## config.mk

```make
export PLATFORM = sky130hd
export DESIGN_NAME = nvpin_top
export DESIGN_NICKNAME = d
export VERILOG_FILES = /design/src/core/nvpin_pkg.sv /design/src/core/nvpin_top.sv /design/src/core/nvpin_sync.sv
export SDC_FILE = /design/constraint.sdc
export NUM_CORES = 1
export LEC_CHECK = 0
export BUFFER_PORTS_ARGS = -buffer_cell sky130_fd_sc_hd__buf_2
export CAP_MARGIN = 20
export CORE_MARGIN = 3
export CORE_UTILIZATION = 50
export CTS_CLUSTER_SIZE = 30
export DETAILED_ROUTE_END_ITERATION = 6
export HOLD_SLACK_MARGIN = 0.12
export PLACE_DENSITY = 0.69
export SKIP_CTS_REPAIR_TIMING = 1
export SYNTH_ARGS = -nofsm -noshare
export SYNTH_HDL_FRONTEND = slang
export SYNTH_HIERARCHICAL = 1
export SYNTH_SLANG_ARGS = --single-unit
```

## constraint.sdc

```tcl
create_clock -name clk_sys -period 2 [get_ports clk_sys]
set_input_delay 0.2 -clock clk_sys [delete_from_list [all_inputs] [get_ports clk_sys]]
set_output_delay 0.2 -clock clk_sys [all_outputs]
set_load 0.01 [all_outputs]
```

## src/core/nvpin_pkg.sv

```systemverilog
// shared constants and types for the navigation unit pin function block
`default_nettype none
package nvpin_pkg;
  localparam int unsigned CLK_HZ          = 10_000_000;
  localparam int unsigned CYC_PER_MS      = CLK_HZ / 1000;
  localparam int unsigned PULSE_WIDTH_MS  = 50;
  localparam int unsigned STARTUP_MS      = 100;
  localparam int unsigned PULSE_PERIOD_MS = 1000;
  localparam int unsigned PULSE_WIDTH_CYC = PULSE_WIDTH_MS * CYC_PER_MS;
  localparam int unsigned STARTUP_CYC     = STARTUP_MS * CYC_PER_MS;
  localparam int unsigned PERIOD_CYC      = PULSE_PERIOD_MS * CYC_PER_MS;
  localparam int unsigned CNT_W           = 24;
  localparam int unsigned NUM_PINS        = 3;
  localparam int unsigned PIN_ONE         = 0;
  localparam int unsigned PIN_TWO         = 1;
  localparam int unsigned PIN_AUX         = 2;
  localparam logic        OUT_RESET       = 1'h0;
  localparam logic        OE_N_RESET      = 1'h1;

  typedef enum logic [2:0] {
    NVPIN_FN_INACTIVE,
    NVPIN_FN_PULSE_OUT,
    NVPIN_FN_FIX_OUT,
    NVPIN_FN_STATIONARY,
    NVPIN_FN_MAG_DIS,
    NVPIN_FN_RCVR_DIS,
    NVPIN_FN_PRES_DIS,
    NVPIN_FN_ZERO_ALIGN
  } nvpin_fn_t;

  typedef enum logic [2:0] {
    NVPIN_FIX_NONE,
    NVPIN_FIX_2D,
    NVPIN_FIX_3D,
    NVPIN_FIX_SBAS,
    NVPIN_FIX_DIFF,
    NVPIN_FIX_RTK
  } nvpin_fix_t;
endpackage
`default_nettype wire

```

## src/core/nvpin_top.sv

```systemverilog
// pin function logic for two multi pins and the auxiliary port
`default_nettype none
module nvpin_top import nvpin_pkg::*; #(
  parameter int unsigned PULSE_CYC = PULSE_WIDTH_CYC,
  parameter int unsigned START_CYC = STARTUP_CYC,
  parameter int unsigned SEC_CYC   = PERIOD_CYC
) (
  input  wire logic       clk_sys,
  input  wire logic       sys_rst,
  input  wire nvpin_fn_t  sel_pin_one,
  input  wire nvpin_fn_t  sel_pin_two,
  input  wire nvpin_fn_t  sel_aux,
  input  wire nvpin_fix_t fix_type,
  input  wire logic       time_corr,
  input  wire logic       multi_pin_one_i,
  input  wire logic       multi_pin_two_i,
  input  wire logic       aux_rx_i,
  output var  logic       multi_pin_one_o,
  output var  logic       multi_pin_one_oe_n,
  output var  logic       multi_pin_two_o,
  output var  logic       multi_pin_two_oe_n,
  output var  logic       aux_tx_o,
  output var  logic       aux_tx_oe_n,
  output var  logic       second_pulse_output,
  output var  logic       time_valid,
  output var  logic       stationary,
  output var  logic       mag_disable,
  output var  logic       rcvr_disable,
  output var  logic       pres_disable,
  output var  logic       zero_align_pulse,
  output var  logic       align_zeroed
);
  localparam logic [CNT_W-1:0] PW_C     = CNT_W'(PULSE_CYC);
  localparam logic [CNT_W-1:0] START_M1 = CNT_W'(START_CYC - 1);
  localparam logic [CNT_W-1:0] SEC_M1   = CNT_W'(SEC_CYC - 1);
  localparam logic [CNT_W-1:0] AUX_ON   = CNT_W'(SEC_CYC - PULSE_CYC);

  nvpin_fn_t             sel [NUM_PINS];
  logic [NUM_PINS-1:0]   pin_in;
  logic [NUM_PINS-1:0]   in_s;
  logic [NUM_PINS-1:0]   prev_q;
  logic [NUM_PINS-1:0]   out_q;
  logic [NUM_PINS-1:0]   oe_n_q;
  logic [NUM_PINS-1:0]   stat_hit;
  logic [NUM_PINS-1:0]   mag_hit;
  logic [NUM_PINS-1:0]   rcvr_hit;
  logic [NUM_PINS-1:0]   pres_hit;
  logic [NUM_PINS-1:0]   rise;
  logic [CNT_W-1:0]      start_cnt_q;
  logic [CNT_W-1:0]      sec_cnt_q;
  logic                  run_q;
  logic                  pps_lvl;
  logic                  aux_lvl;
  logic                  fix_hi;
  logic                  time_valid_q;
  logic                  stationary_q;
  logic                  mag_disable_q;
  logic                  rcvr_disable_q;
  logic                  pres_disable_q;
  logic                  zero_pulse_q;
  logic                  align_zeroed_q;

  assign sel[PIN_ONE] = sel_pin_one;
  assign sel[PIN_TWO] = sel_pin_two;
  assign sel[PIN_AUX] = sel_aux;
  assign pin_in       = {aux_rx_i, multi_pin_two_i, multi_pin_one_i};

  nvpin_sync #(
    .WIDTH (NUM_PINS)
  ) u_sync (
    .clk_sys  (clk_sys),
    .sys_rst  (sys_rst),
    .async_in (pin_in),
    .sync_out (in_s)
  );

  // startup delay, no other condition gates it
  always_ff @(posedge clk_sys) begin
    if (sys_rst) begin
      start_cnt_q <= '0;
    end else if (!run_q) begin
      start_cnt_q <= start_cnt_q + CNT_W'(1);
    end
  end

  always_ff @(posedge clk_sys) begin
    if (sys_rst) begin
      run_q <= 1'h0;
    end else if (!run_q && start_cnt_q == START_M1) begin
      run_q <= 1'h1;
    end
  end

  // a correction restarts the second at once, so one interval is short
  always_ff @(posedge clk_sys) begin
    if (sys_rst || !run_q) begin
      sec_cnt_q <= '0;
    end else if (time_corr || sec_cnt_q == SEC_M1) begin
      sec_cnt_q <= '0;
    end else begin
      sec_cnt_q <= sec_cnt_q + CNT_W'(1);
    end
  end

  // pins rise at the boundary; aux is high just before and falls on it
  assign pps_lvl = run_q && (sec_cnt_q < PW_C);
  assign aux_lvl = run_q && (sec_cnt_q >= AUX_ON);

  // set only by a correction; nothing here can judge time loss
  always_ff @(posedge clk_sys) begin
    if (sys_rst) begin
      time_valid_q <= 1'h0;
    end else if (time_corr) begin
      time_valid_q <= 1'h1;
    end
  end

  always_comb begin
    unique case (fix_type)
      NVPIN_FIX_3D, NVPIN_FIX_SBAS, NVPIN_FIX_DIFF, NVPIN_FIX_RTK: fix_hi = 1'h1;
      NVPIN_FIX_NONE, NVPIN_FIX_2D:                               fix_hi = 1'h0;
      default:                                                    fix_hi = 1'h0;
    endcase
  end

  genvar p;
  generate
    for (p = 0; p < NUM_PINS; p++) begin : g_pin
      // selection is read every cycle, so it can change at any time
      always_ff @(posedge clk_sys) begin
        if (sys_rst) begin
          out_q[p]  <= OUT_RESET;
          oe_n_q[p] <= OE_N_RESET;
        end else begin
          unique case (sel[p])
            NVPIN_FN_PULSE_OUT: begin
              out_q[p]  <= (p == PIN_AUX) ? aux_lvl : pps_lvl;
              oe_n_q[p] <= 1'h0;
            end
            NVPIN_FN_FIX_OUT: begin
              out_q[p]  <= fix_hi;
              oe_n_q[p] <= 1'h0;
            end
            NVPIN_FN_INACTIVE, NVPIN_FN_STATIONARY, NVPIN_FN_MAG_DIS,
            NVPIN_FN_RCVR_DIS, NVPIN_FN_PRES_DIS, NVPIN_FN_ZERO_ALIGN: begin
              out_q[p]  <= 1'h0;
              oe_n_q[p] <= 1'h1;
            end
          endcase
        end
      end

      // edge history runs always, so selecting the mode with the pin high is no edge
      always_ff @(posedge clk_sys) begin
        if (sys_rst) begin
          prev_q[p] <= 1'h0;
        end else begin
          prev_q[p] <= in_s[p];
        end
      end

      assign stat_hit[p] = (sel[p] == NVPIN_FN_STATIONARY) && in_s[p];
      assign mag_hit[p]  = (sel[p] == NVPIN_FN_MAG_DIS) && in_s[p];
      assign rcvr_hit[p] = (sel[p] == NVPIN_FN_RCVR_DIS) && in_s[p];
      assign pres_hit[p] = (sel[p] == NVPIN_FN_PRES_DIS) && in_s[p];
      // a bouncing switch would give one zeroing per bounce
      assign rise[p] = (sel[p] == NVPIN_FN_ZERO_ALIGN) && in_s[p] && !prev_q[p];
    end
  endgenerate

  always_ff @(posedge clk_sys) begin
    if (sys_rst) begin
      stationary_q   <= 1'h0;
      mag_disable_q  <= 1'h0;
      rcvr_disable_q <= 1'h0;
      pres_disable_q <= 1'h0;
    end else begin
      stationary_q   <= |stat_hit;
      mag_disable_q  <= |mag_hit;
      rcvr_disable_q <= |rcvr_hit;
      pres_disable_q <= |pres_hit;
    end
  end

  always_ff @(posedge clk_sys) begin
    if (sys_rst) begin
      zero_pulse_q <= 1'h0;
    end else begin
      zero_pulse_q <= |rise;
    end
  end

  // volatile only; persisting it is the host's job via the alignment packet
  always_ff @(posedge clk_sys) begin
    if (sys_rst) begin
      align_zeroed_q <= 1'h0;
    end else if (|rise) begin
      align_zeroed_q <= 1'h1;
    end
  end

  assign multi_pin_one_o     = out_q[PIN_ONE];
  assign multi_pin_one_oe_n  = oe_n_q[PIN_ONE];
  assign multi_pin_two_o     = out_q[PIN_TWO];
  assign multi_pin_two_oe_n  = oe_n_q[PIN_TWO];
  assign aux_tx_o            = out_q[PIN_AUX];
  assign aux_tx_oe_n         = oe_n_q[PIN_AUX];
  assign second_pulse_output = pps_lvl;
  assign time_valid          = time_valid_q;
  assign stationary          = stationary_q;
  assign mag_disable         = mag_disable_q;
  assign rcvr_disable        = rcvr_disable_q;
  assign pres_disable        = pres_disable_q;
  assign zero_align_pulse    = zero_pulse_q;
  assign align_zeroed        = align_zeroed_q;

  property p_pulse_width;
    @(posedge clk_sys) disable iff (sys_rst)
      $fell(pps_lvl) |-> (sec_cnt_q == PW_C);
  endproperty
  a_pulse_width: assert property (p_pulse_width) else $error("pulse fell at wrong count");

  property p_startup;
    @(posedge clk_sys) disable iff (sys_rst)
      $rose(run_q) |-> ($past(start_cnt_q) == START_M1) && pps_lvl;
  endproperty
  a_startup: assert property (p_startup) else $error("pulses started at wrong time");

  property p_every_second;
    @(posedge clk_sys) disable iff (sys_rst)
      (run_q && sec_cnt_q == SEC_M1 && !pps_lvl) |=> $rose(pps_lvl);
  endproperty
  a_every_second: assert property (p_every_second) else $error("missed second pulse");

  property p_realign;
    @(posedge clk_sys) disable iff (sys_rst)
      (run_q && time_corr) |=> (sec_cnt_q == '0) && pps_lvl;
  endproperty
  a_realign: assert property (p_realign) else $error("correction did not realign");

  property p_aux_falls;
    @(posedge clk_sys) disable iff (sys_rst)
      (run_q && sec_cnt_q == SEC_M1 && PULSE_CYC > 0) |-> aux_lvl ##1 (!aux_lvl && pps_lvl);
  endproperty
  a_aux_falls: assert property (p_aux_falls) else $error("aux edge not on boundary");

  property p_time_valid;
    @(posedge clk_sys) disable iff (sys_rst)
      time_corr |=> time_valid ##1 time_valid;
  endproperty
  a_time_valid: assert property (p_time_valid) else $error("time valid not held");

  property p_fix_out;
    @(posedge clk_sys) disable iff (sys_rst)
      (sel_pin_one == NVPIN_FN_FIX_OUT) |=> !multi_pin_one_oe_n
        && (multi_pin_one_o == ($past(fix_type) inside {NVPIN_FIX_3D, NVPIN_FIX_SBAS, NVPIN_FIX_DIFF, NVPIN_FIX_RTK}));
  endproperty
  a_fix_out: assert property (p_fix_out) else $error("fix output wrong");

  property p_stationary;
    @(posedge clk_sys) disable iff (sys_rst)
      (sel_pin_two == NVPIN_FN_STATIONARY && in_s[PIN_TWO]) |=> stationary;
  endproperty
  a_stationary: assert property (p_stationary) else $error("stationary not reported");

  property p_disables;
    @(posedge clk_sys) disable iff (sys_rst)
      (sel_aux == NVPIN_FN_MAG_DIS && sel_pin_one == NVPIN_FN_RCVR_DIS && sel_pin_two == NVPIN_FN_PRES_DIS)
        |=> (mag_disable == $past(in_s[PIN_AUX])) && (rcvr_disable == $past(in_s[PIN_ONE]))
            && (pres_disable == $past(in_s[PIN_TWO]));
  endproperty
  a_disables: assert property (p_disables) else $error("disable level wrong");

  property p_zero_edge;
    @(posedge clk_sys) disable iff (sys_rst)
      (sel_pin_one == NVPIN_FN_ZERO_ALIGN && in_s[PIN_ONE] && !prev_q[PIN_ONE])
        |=> zero_align_pulse && align_zeroed ##1 !zero_align_pulse || $rose(zero_align_pulse);
  endproperty
  a_zero_edge: assert property (p_zero_edge) else $error("zero alignment edge missed");

  property p_volatile;
    @(posedge clk_sys) sys_rst |=> !align_zeroed;
  endproperty
  a_volatile: assert property (p_volatile) else $error("alignment survived reset");

  property p_tristate;
    @(posedge clk_sys) disable iff (sys_rst)
      (sel_aux != NVPIN_FN_PULSE_OUT && sel_aux != NVPIN_FN_FIX_OUT) |=> aux_tx_oe_n && !aux_tx_o;
  endproperty
  a_tristate: assert property (p_tristate) else $error("input mode drives pin");

  c_realign_short: cover property (@(posedge clk_sys) disable iff (sys_rst) run_q && time_corr && !pps_lvl);
  c_aux_pulse:     cover property (@(posedge clk_sys) disable iff (sys_rst) $fell(aux_tx_o));
  c_zero_align:    cover property (@(posedge clk_sys) disable iff (sys_rst) $rose(align_zeroed));
  c_sel_change:    cover property (@(posedge clk_sys) disable iff (sys_rst) $changed(sel_pin_one) && run_q);
endmodule // nvpin_top
`default_nettype wire

```

## src/core/nvpin_sync.sv

```systemverilog
// three-stage input synchroniser with agreement filter
`default_nettype none
module nvpin_sync import nvpin_pkg::*; #(
  parameter int unsigned WIDTH = 3
) (
  input  wire logic             clk_sys,
  input  wire logic             sys_rst,
  input  wire logic [WIDTH-1:0] async_in,
  output var  logic [WIDTH-1:0] sync_out
);
  logic [WIDTH-1:0] s1_q;
  logic [WIDTH-1:0] s2_q;
  logic [WIDTH-1:0] s3_q;
  logic [WIDTH-1:0] stable_q;

  always_ff @(posedge clk_sys) begin
    if (sys_rst) begin
      s1_q <= '0;
      s2_q <= '0;
      s3_q <= '0;
    end else begin
      s1_q <= async_in;
      s2_q <= s1_q;
      s3_q <= s2_q;
    end
  end

  // accept a level only once two later stages agree
  genvar g;
  generate
    for (g = 0; g < WIDTH; g++) begin : g_bit
      always_ff @(posedge clk_sys) begin
        if (sys_rst) begin
          stable_q[g] <= 1'h0;
        end else if (s2_q[g] == s3_q[g]) begin
          stable_q[g] <= s3_q[g];
        end
      end
    end
  endgenerate

  assign sync_out = stable_q;
endmodule // nvpin_sync
`default_nettype wire

```

# == After elaboration in Yosys (flattened, before gate mapping) ==
# Cells that the tools add are included.
# word_totals
regBits,77
out_inout_bits,14
elab_cells,109
# op_classes
n_addsub,2
n_lt_le_gt_ge,2
n_eq_ne,30
n_mux,7
n_reduce_logical,43
# op_table
operator,n
$add 24x1->24 const B,2
$eq 3x3->1 const B,14
$eq 24x20->1 const B,1
$eq 24x24->1 const B,1
$eq 3x2->1 const B,8
$ge 24x24->1 const B,1
$lt 24x19->1 const B,1
$logic_and 1x1->1,21
$reduce_or 6->1,3
$reduce_or 3->1,5
$eq 3x1->1 const B,3
$logic_not 3->1,3
$pmux 1 s3,3
$reduce_or 2->1,4
$pmux 1 s2,3
$logic_not 1->1,4
$reduce_or 4->1,1
$eq 1x1->1,3
$logic_or 1x1->1,2
$mux 1,1

# == Depth between registers and ports, before layout ==
# logic_depth
word_depth,4
depth_mapped,8
mapped_depth_nobuf,6

# == Cells and area by module ==
# The synthesis kept the hierarchy.
# by_module_without_submodules
mod,n_inst,cells_per_inst,area_each_um2,seq_area_each_um2
nvpin_top,1,337,2905.3,1301.2
nvpin_sync,1,31,387.9,240.2

# == Least setup slack after synthesis ==
# No wires, ideal clock.
# synth_timing
path_kind,reg2reg
startpoint,register sec_cnt_q[0]
endpoint,register sec_cnt_q[23]
setup_time_ns,0.128
arrival_ns,1.638
required_time_ns,1.872
slack_ns,0.234
path_stages_with_launch,9
n_path_buf,2
synth_period_minus_slack_ns,1.766
cell_sequence,dfxtp_1 -> ha_1 -> and3_1 -> and4_1 -> buf_2 -> nand4_1 -> nand3_1 -> clkbuf_1 -> nor2_1
# synth_via
elab_chain_len,3
word_cells_on_any_way,4
cone_classes,add/sub: 1; eq/ne: 1; reduce/logical: 2
# synth_lines
element,line_no,text
from (decl),nvpin_top.sv:50,logic [CNT_W-1:0] sec_cnt_q;
from (signal assigned),nvpin_top.sv:101,sec_cnt_q <= sec_cnt_q + CNT_W'(1);
branches (longest 3 deep; another with $add 24x1->24),-,
# Parallel ways; which one is timed is not known.
# A chain may end at the register's enable or synchronous reset.

# == Worst setup path after layout ==
# layout_timing
startpoint,register sec_cnt_q[7]
endpoint,output second_pulse_output
# layout_via
elab_chain_len,2
# layout_lines
element,line_no,text
$lt 24x19->1,nvpin_top.sv:106,assign pps_lvl = run_q && (sec_cnt_q < PW_C);
$logic_and 1x1->1,nvpin_top.sv:106,
to (decl),nvpin_top.sv:24,"output var logic second_pulse_output,"
# No other way between the ends.

==> impl_metrics.xml <==
<?xml version="1.0" encoding="UTF-8"?>
<metrics>
  <group name="run_status">
    <metric name="status" unit="">complete, no violations</metric>
  </group>
  <group name="synth">
    <metric name="syn-mean-instance-area" unit="µm²">8.95</metric>
    <metric name="yosysSeqAreaShare" unit="%">46.8</metric>
    <metric name="yosys.cell_types.count" unit="">42</metric>
    <metric name="synth.ff_latch_count" unit="">77</metric>
    <metric name="synthesis.nets" unit="">388</metric>
    <metric name="synth-warning-count" unit="">6</metric>
    <metric name="synth_area" unit="µm²">3290</metric>
    <metric name="synthesis.instances" unit="">368</metric>
  </group>
  <group name="critical_path">
    <metric name="crit_start" unit="">sec_cnt_q[7]</metric>
    <metric name="r2r_slack" unit="ns">0.23</metric>
    <metric name="cpMaxStageDelayCell" unit="">sky130_fd_sc_hd__dfxtp_1</metric>
    <metric name="crit_path_cell_trace" unit="">o31ai_2 &gt; nand2_1 &gt; a21oi_1 &gt; nor3_2 &gt; nor2_1 &gt; buf_2</metric>
    <metric name="worstReg2RegEnd" unit="">start_cnt_q[18]</metric>
    <metric name="critPathCapture" unit="">second_pulse_output</metric>
    <metric name="r2r_cells" unit="">6</metric>
    <metric name="critical_path.max_stage_delay" unit="ns">0.38</metric>
    <metric name="critical_path_peak_fanout" unit="">7</metric>
    <metric name="worstSetupPathType" unit="">flip-flop to primary output</metric>
    <metric name="crit-reg2reg-launch" unit="">start_cnt_q[0]</metric>
    <metric name="startpoint_type" unit="">flip-flop</metric>
    <metric name="cp.arrival" unit="ns">1.67</metric>
    <metric name="worst_ep_required_time" unit="ns">1.80</metric>
    <metric name="worst_setup_path_end_kind" unit="">primary output</metric>
  </group>
  <group name="power">
    <metric name="power.switching_fraction" unit="%">20.3</metric>
    <metric name="p_clk_share" unit="%">46.1</metric>
    <metric name="p_per_area" unit="nW/µm²">803</metric>
    <metric name="power_share_of_the_sequential_group" unit="%">50.6</metric>
    <metric name="internal_power" unit="W">0.00246</metric>
    <metric name="p_comb_share" unit="%">3.3</metric>
    <metric name="p_sw" unit="W">0.000626</metric>
    <metric name="peakVddDrop" unit="µV">560</metric>
    <metric name="p_total" unit="W">0.00309</metric>
    <metric name="power_leakage" unit="nW">1.42</metric>
  </group>
  <group name="global_routing">
    <metric name="grt_use_total" unit="%">18.0</metric>
    <metric name="global_route.overflow_total" unit="">0</metric>
    <metric name="grt_max_degree" unit="">26</metric>
    <metric name="number_of_antenna_violations_at_the_first_check_in_global_routing" unit="">0</metric>
    <metric name="global_route_wire_length_before_repair" unit="µm">10800</metric>
    <metric name="vias_in_the_first_global_route" unit="">2377</metric>
  </group>
  <group name="sta">
    <metric name="tightest_slew" unit="ns">0.491</metric>
    <metric name="finalSetupTns" unit="ns">0</metric>
    <metric name="timing.slew.headroom" unit="%">67.0</metric>
    <metric name="total_count_of_max_transition_violations_in_the_final_report" unit="">0</metric>
    <metric name="fmax" unit="GHz">0.534</metric>
    <metric name="final.setup_skew" unit="ns">0.00467</metric>
    <metric name="fin_crit_sh" unit="%">93.6</metric>
    <metric name="setup-violations-final" unit="">0</metric>
    <metric name="report.final.hold_viol_count" unit="">0</metric>
    <metric name="finalWorstPathRequiredPeriod" unit="ns">1.87</metric>
  </group>
  <group name="clocking">
    <metric name="total_clock_sinks" unit="">77</metric>
    <metric name="ctsHtreeMaxLevel" unit="">3</metric>
    <metric name="cts-root-to-sink-buffers" unit="">2</metric>
    <metric name="root_buffer" unit="">sky130_fd_sc_hd__clkbuf_8</metric>
    <metric name="worst_skew_pair.late_latency" unit="ns">0.34</metric>
    <metric name="clk_pin_slew" unit="ns">0.08</metric>
    <metric name="clock_tree_from_tritoncts" unit="">done</metric>
    <metric name="tritoncts.num_buffers" unit="">9</metric>
  </group>
  <group name="job">
    <metric name="drv.max_cap_violation_count" unit="">0</metric>
  </group>
  <group name="floorplanning">
    <metric name="starting_density_of_the_core" unit="%">53.7</metric>
    <metric name="ioPinCount" unit="">32</metric>
    <metric name="die_height" unit="µm">87.2</metric>
    <metric name="die-width" unit="µm">87.2</metric>
    <metric name="core-area" unit="µm²">6130</metric>
    <metric name="die_area" unit="µm²">7600</metric>
    <metric name="placementRows" unit="">28</metric>
  </group>
  <group name="layout">
    <metric name="sequential_cell_area" unit="µm²">1540</metric>
    <metric name="layout_commonest_cell" unit="">sky130_fd_sc_hd__dfxtp_1</metric>
    <metric name="num-fill-cells" unit="">524</metric>
    <metric name="layout-area-overhead-vs-synth" unit="%">16.9</metric>
    <metric name="fin_area" unit="µm²">3850</metric>
    <metric name="layout-drive-gt1-share" unit="%">17.5</metric>
    <metric name="nNetsFinal" unit="">432</metric>
    <metric name="final_cell_mix" unit="">sky130_fd_sc_hd__dfxtp_1 (77), sky130_fd_sc_hd__nor2_1 (60), sky130_fd_sc_hd__buf_2 (30)</metric>
    <metric name="diodes" unit="">0</metric>
    <metric name="multi_input_gate_area" unit="µm²">1680</metric>
  </group>
  <group name="routing">
    <metric name="drcViolationCount" unit="">0</metric>
    <metric name="detail_route.first_pass.iterations" unit="">4</metric>
    <metric name="ant_nets" unit="">0</metric>
    <metric name="drt-initial-drc-count" unit="">274</metric>
    <metric name="route.vias.total" unit="">2702</metric>
    <metric name="wl_per_cell" unit="µm">13.2</metric>
    <metric name="wirelength" unit="µm">6470</metric>
    <metric name="viasPerCell" unit="">5.49</metric>
  </group>
  <group name="min_path">
    <metric name="hold_path.class" unit="">primary input to flip-flop</metric>
    <metric name="hold-path-cell-count" unit="">2</metric>
  </group>
  <group name="placement">
    <metric name="gp_congestion" unit="">0.792</metric>
    <metric name="port-buffer-count" unit="">30</metric>
    <metric name="placement.cell_area" unit="µm²">3550</metric>
    <metric name="detailedPlacementHpwl" unit="µm">4580</metric>
  </group>
</metrics>
[stage by stage]
step	util, %	hold slack [ns]	cells	worst slack, ns
detailed placement	57.9	0.414	472	0.257
floorplan	-	0.316	368	0.234
global route	62.8	0.141	492	-0.0395
finish	62.8	0.142	492	0.127
global placement	57.9	0.412	472	0.318
CTS	62.0	0.0506	488	0.117
[kinds of logic after synthesis]
| family | after synthesis | share of synthesized area (%) |
|---|---|---|
| AND/OR/NAND/NOR | 194 | 32.1 |
| flip-flops | 77 | 46.8 |
| XOR/XNOR | 41 | 10.9 |
| AO/OA/AOI/OAI | 36 | 6.65 |
| buffers and inverters | 17 | 2.47 |
| adder cells (fa/ha/maj) | 2 | 0.760 |
| multiplexers | 1 | 0.304 |
[per-layer routing]
layer  part of all wire [%]  up-vias  track usage [%]
met5                      0        -                0
met4                    1.5        0             7.67
met3                    4.6        9             4.07
met2                     43       74             26.2
met1                     51     1245             25.6
li1                       -     1374                -
[critical path, delay by kind of cell (launching register included)]
kind | cells | cell delay [ns]
buf+inv | 1 | 0.16
flops | 1 | 0.38
simple gates | 3 | 0.30
compound gates | 2 | 0.49
[cell usage after synthesis, drive strengths merged]
cell type / n / area share, %
nor2: 60 / 6.8
a21oi: 12 / 2.2
or3: 5 / 0.95
dfxtp: 77 / 47
nand3: 21 / 3.2
xnor2: 15 / 4.0
o31ai: 3 / 0.68
nor3: 9 / 1.5
nor4: 7 / 1.5
and2b: 2 / 0.53
inv: 7 / 0.80
xor2: 26 / 6.9
a32oi: 1 / 0.27
and3: 10 / 1.9
nand2: 24 / 2.7
and2: 3 / 0.57
o22ai: 2 / 0.38
ha: 2 / 0.76
buf: 4 / 0.99
a41o: 1 / 0.30
nand4: 19 / 3.6
a31oi: 4 / 0.76
o21ai: 12 / 1.8
or4: 1 / 0.34
nand4b: 4 / 1.5
and4: 5 / 1.3
and3b: 1 / 0.27
nand2b: 1 / 0.19
a311oi: 1 / 0.27
clkbuf: 6 / 0.68
or2: 1 / 0.19
nor4b: 3 / 0.80
nor2b: 18 / 4.1
mux2i: 1 / 0.30
[how the worst min path moves through the flow]
stage | start | to | slack (ns)
floorplan | time_corr | time_valid | 0.32
global placement | multi_pin_two_i | u_sync/s1_q[1] | 0.41
detailed placement | multi_pin_two_i | u_sync/s1_q[1] | 0.41
CTS | multi_pin_one_i | u_sync/s1_q[0] | 0.05
global route | sys_rst | time_valid | 0.14
finish | sys_rst | time_valid | 0.14
[area by class of cell]
| cell class | count | area share (%) |
|---|---|---|
| inverters | 7 | 0.683 |
| repair buffers | 43 | 6.70 |
| well taps | 75 | 2.44 |
| clock buffers | 11 | 3.67 |
| clock inverters | 5 | 2.80 |
| multi-input cells | 274 | 43.7 |
| flip-flops and latches | 77 | 40.1 |
[sequential cells by signal, indices dropped and copies added, names as in the netlist, 3 cells and up]
name	count
sec_cnt_q	24
start_cnt_q	24
prev_q	3
u_sync/s1_q	3
u_sync/s2_q	3
u_sync/s3_q	3
u_sync/sync_out	3
[power by group through the flow]
stage | registers [W] | logic, W | clock network [W]
after floorplan | 0.00160 | 0.0000516 | 0
after global placement | 0.00160 | 0.0000946 | 0
after detailed placement | 0.00160 | 0.0000966 | 0
after CTS | 0.00156 | 0.0000973 | 0.00146
after global routing | 0.00156 | 0.000115 | 0.00152
final | 0.00156 | 0.000102 | 0.00143
(Power assumes the default switching activity.)
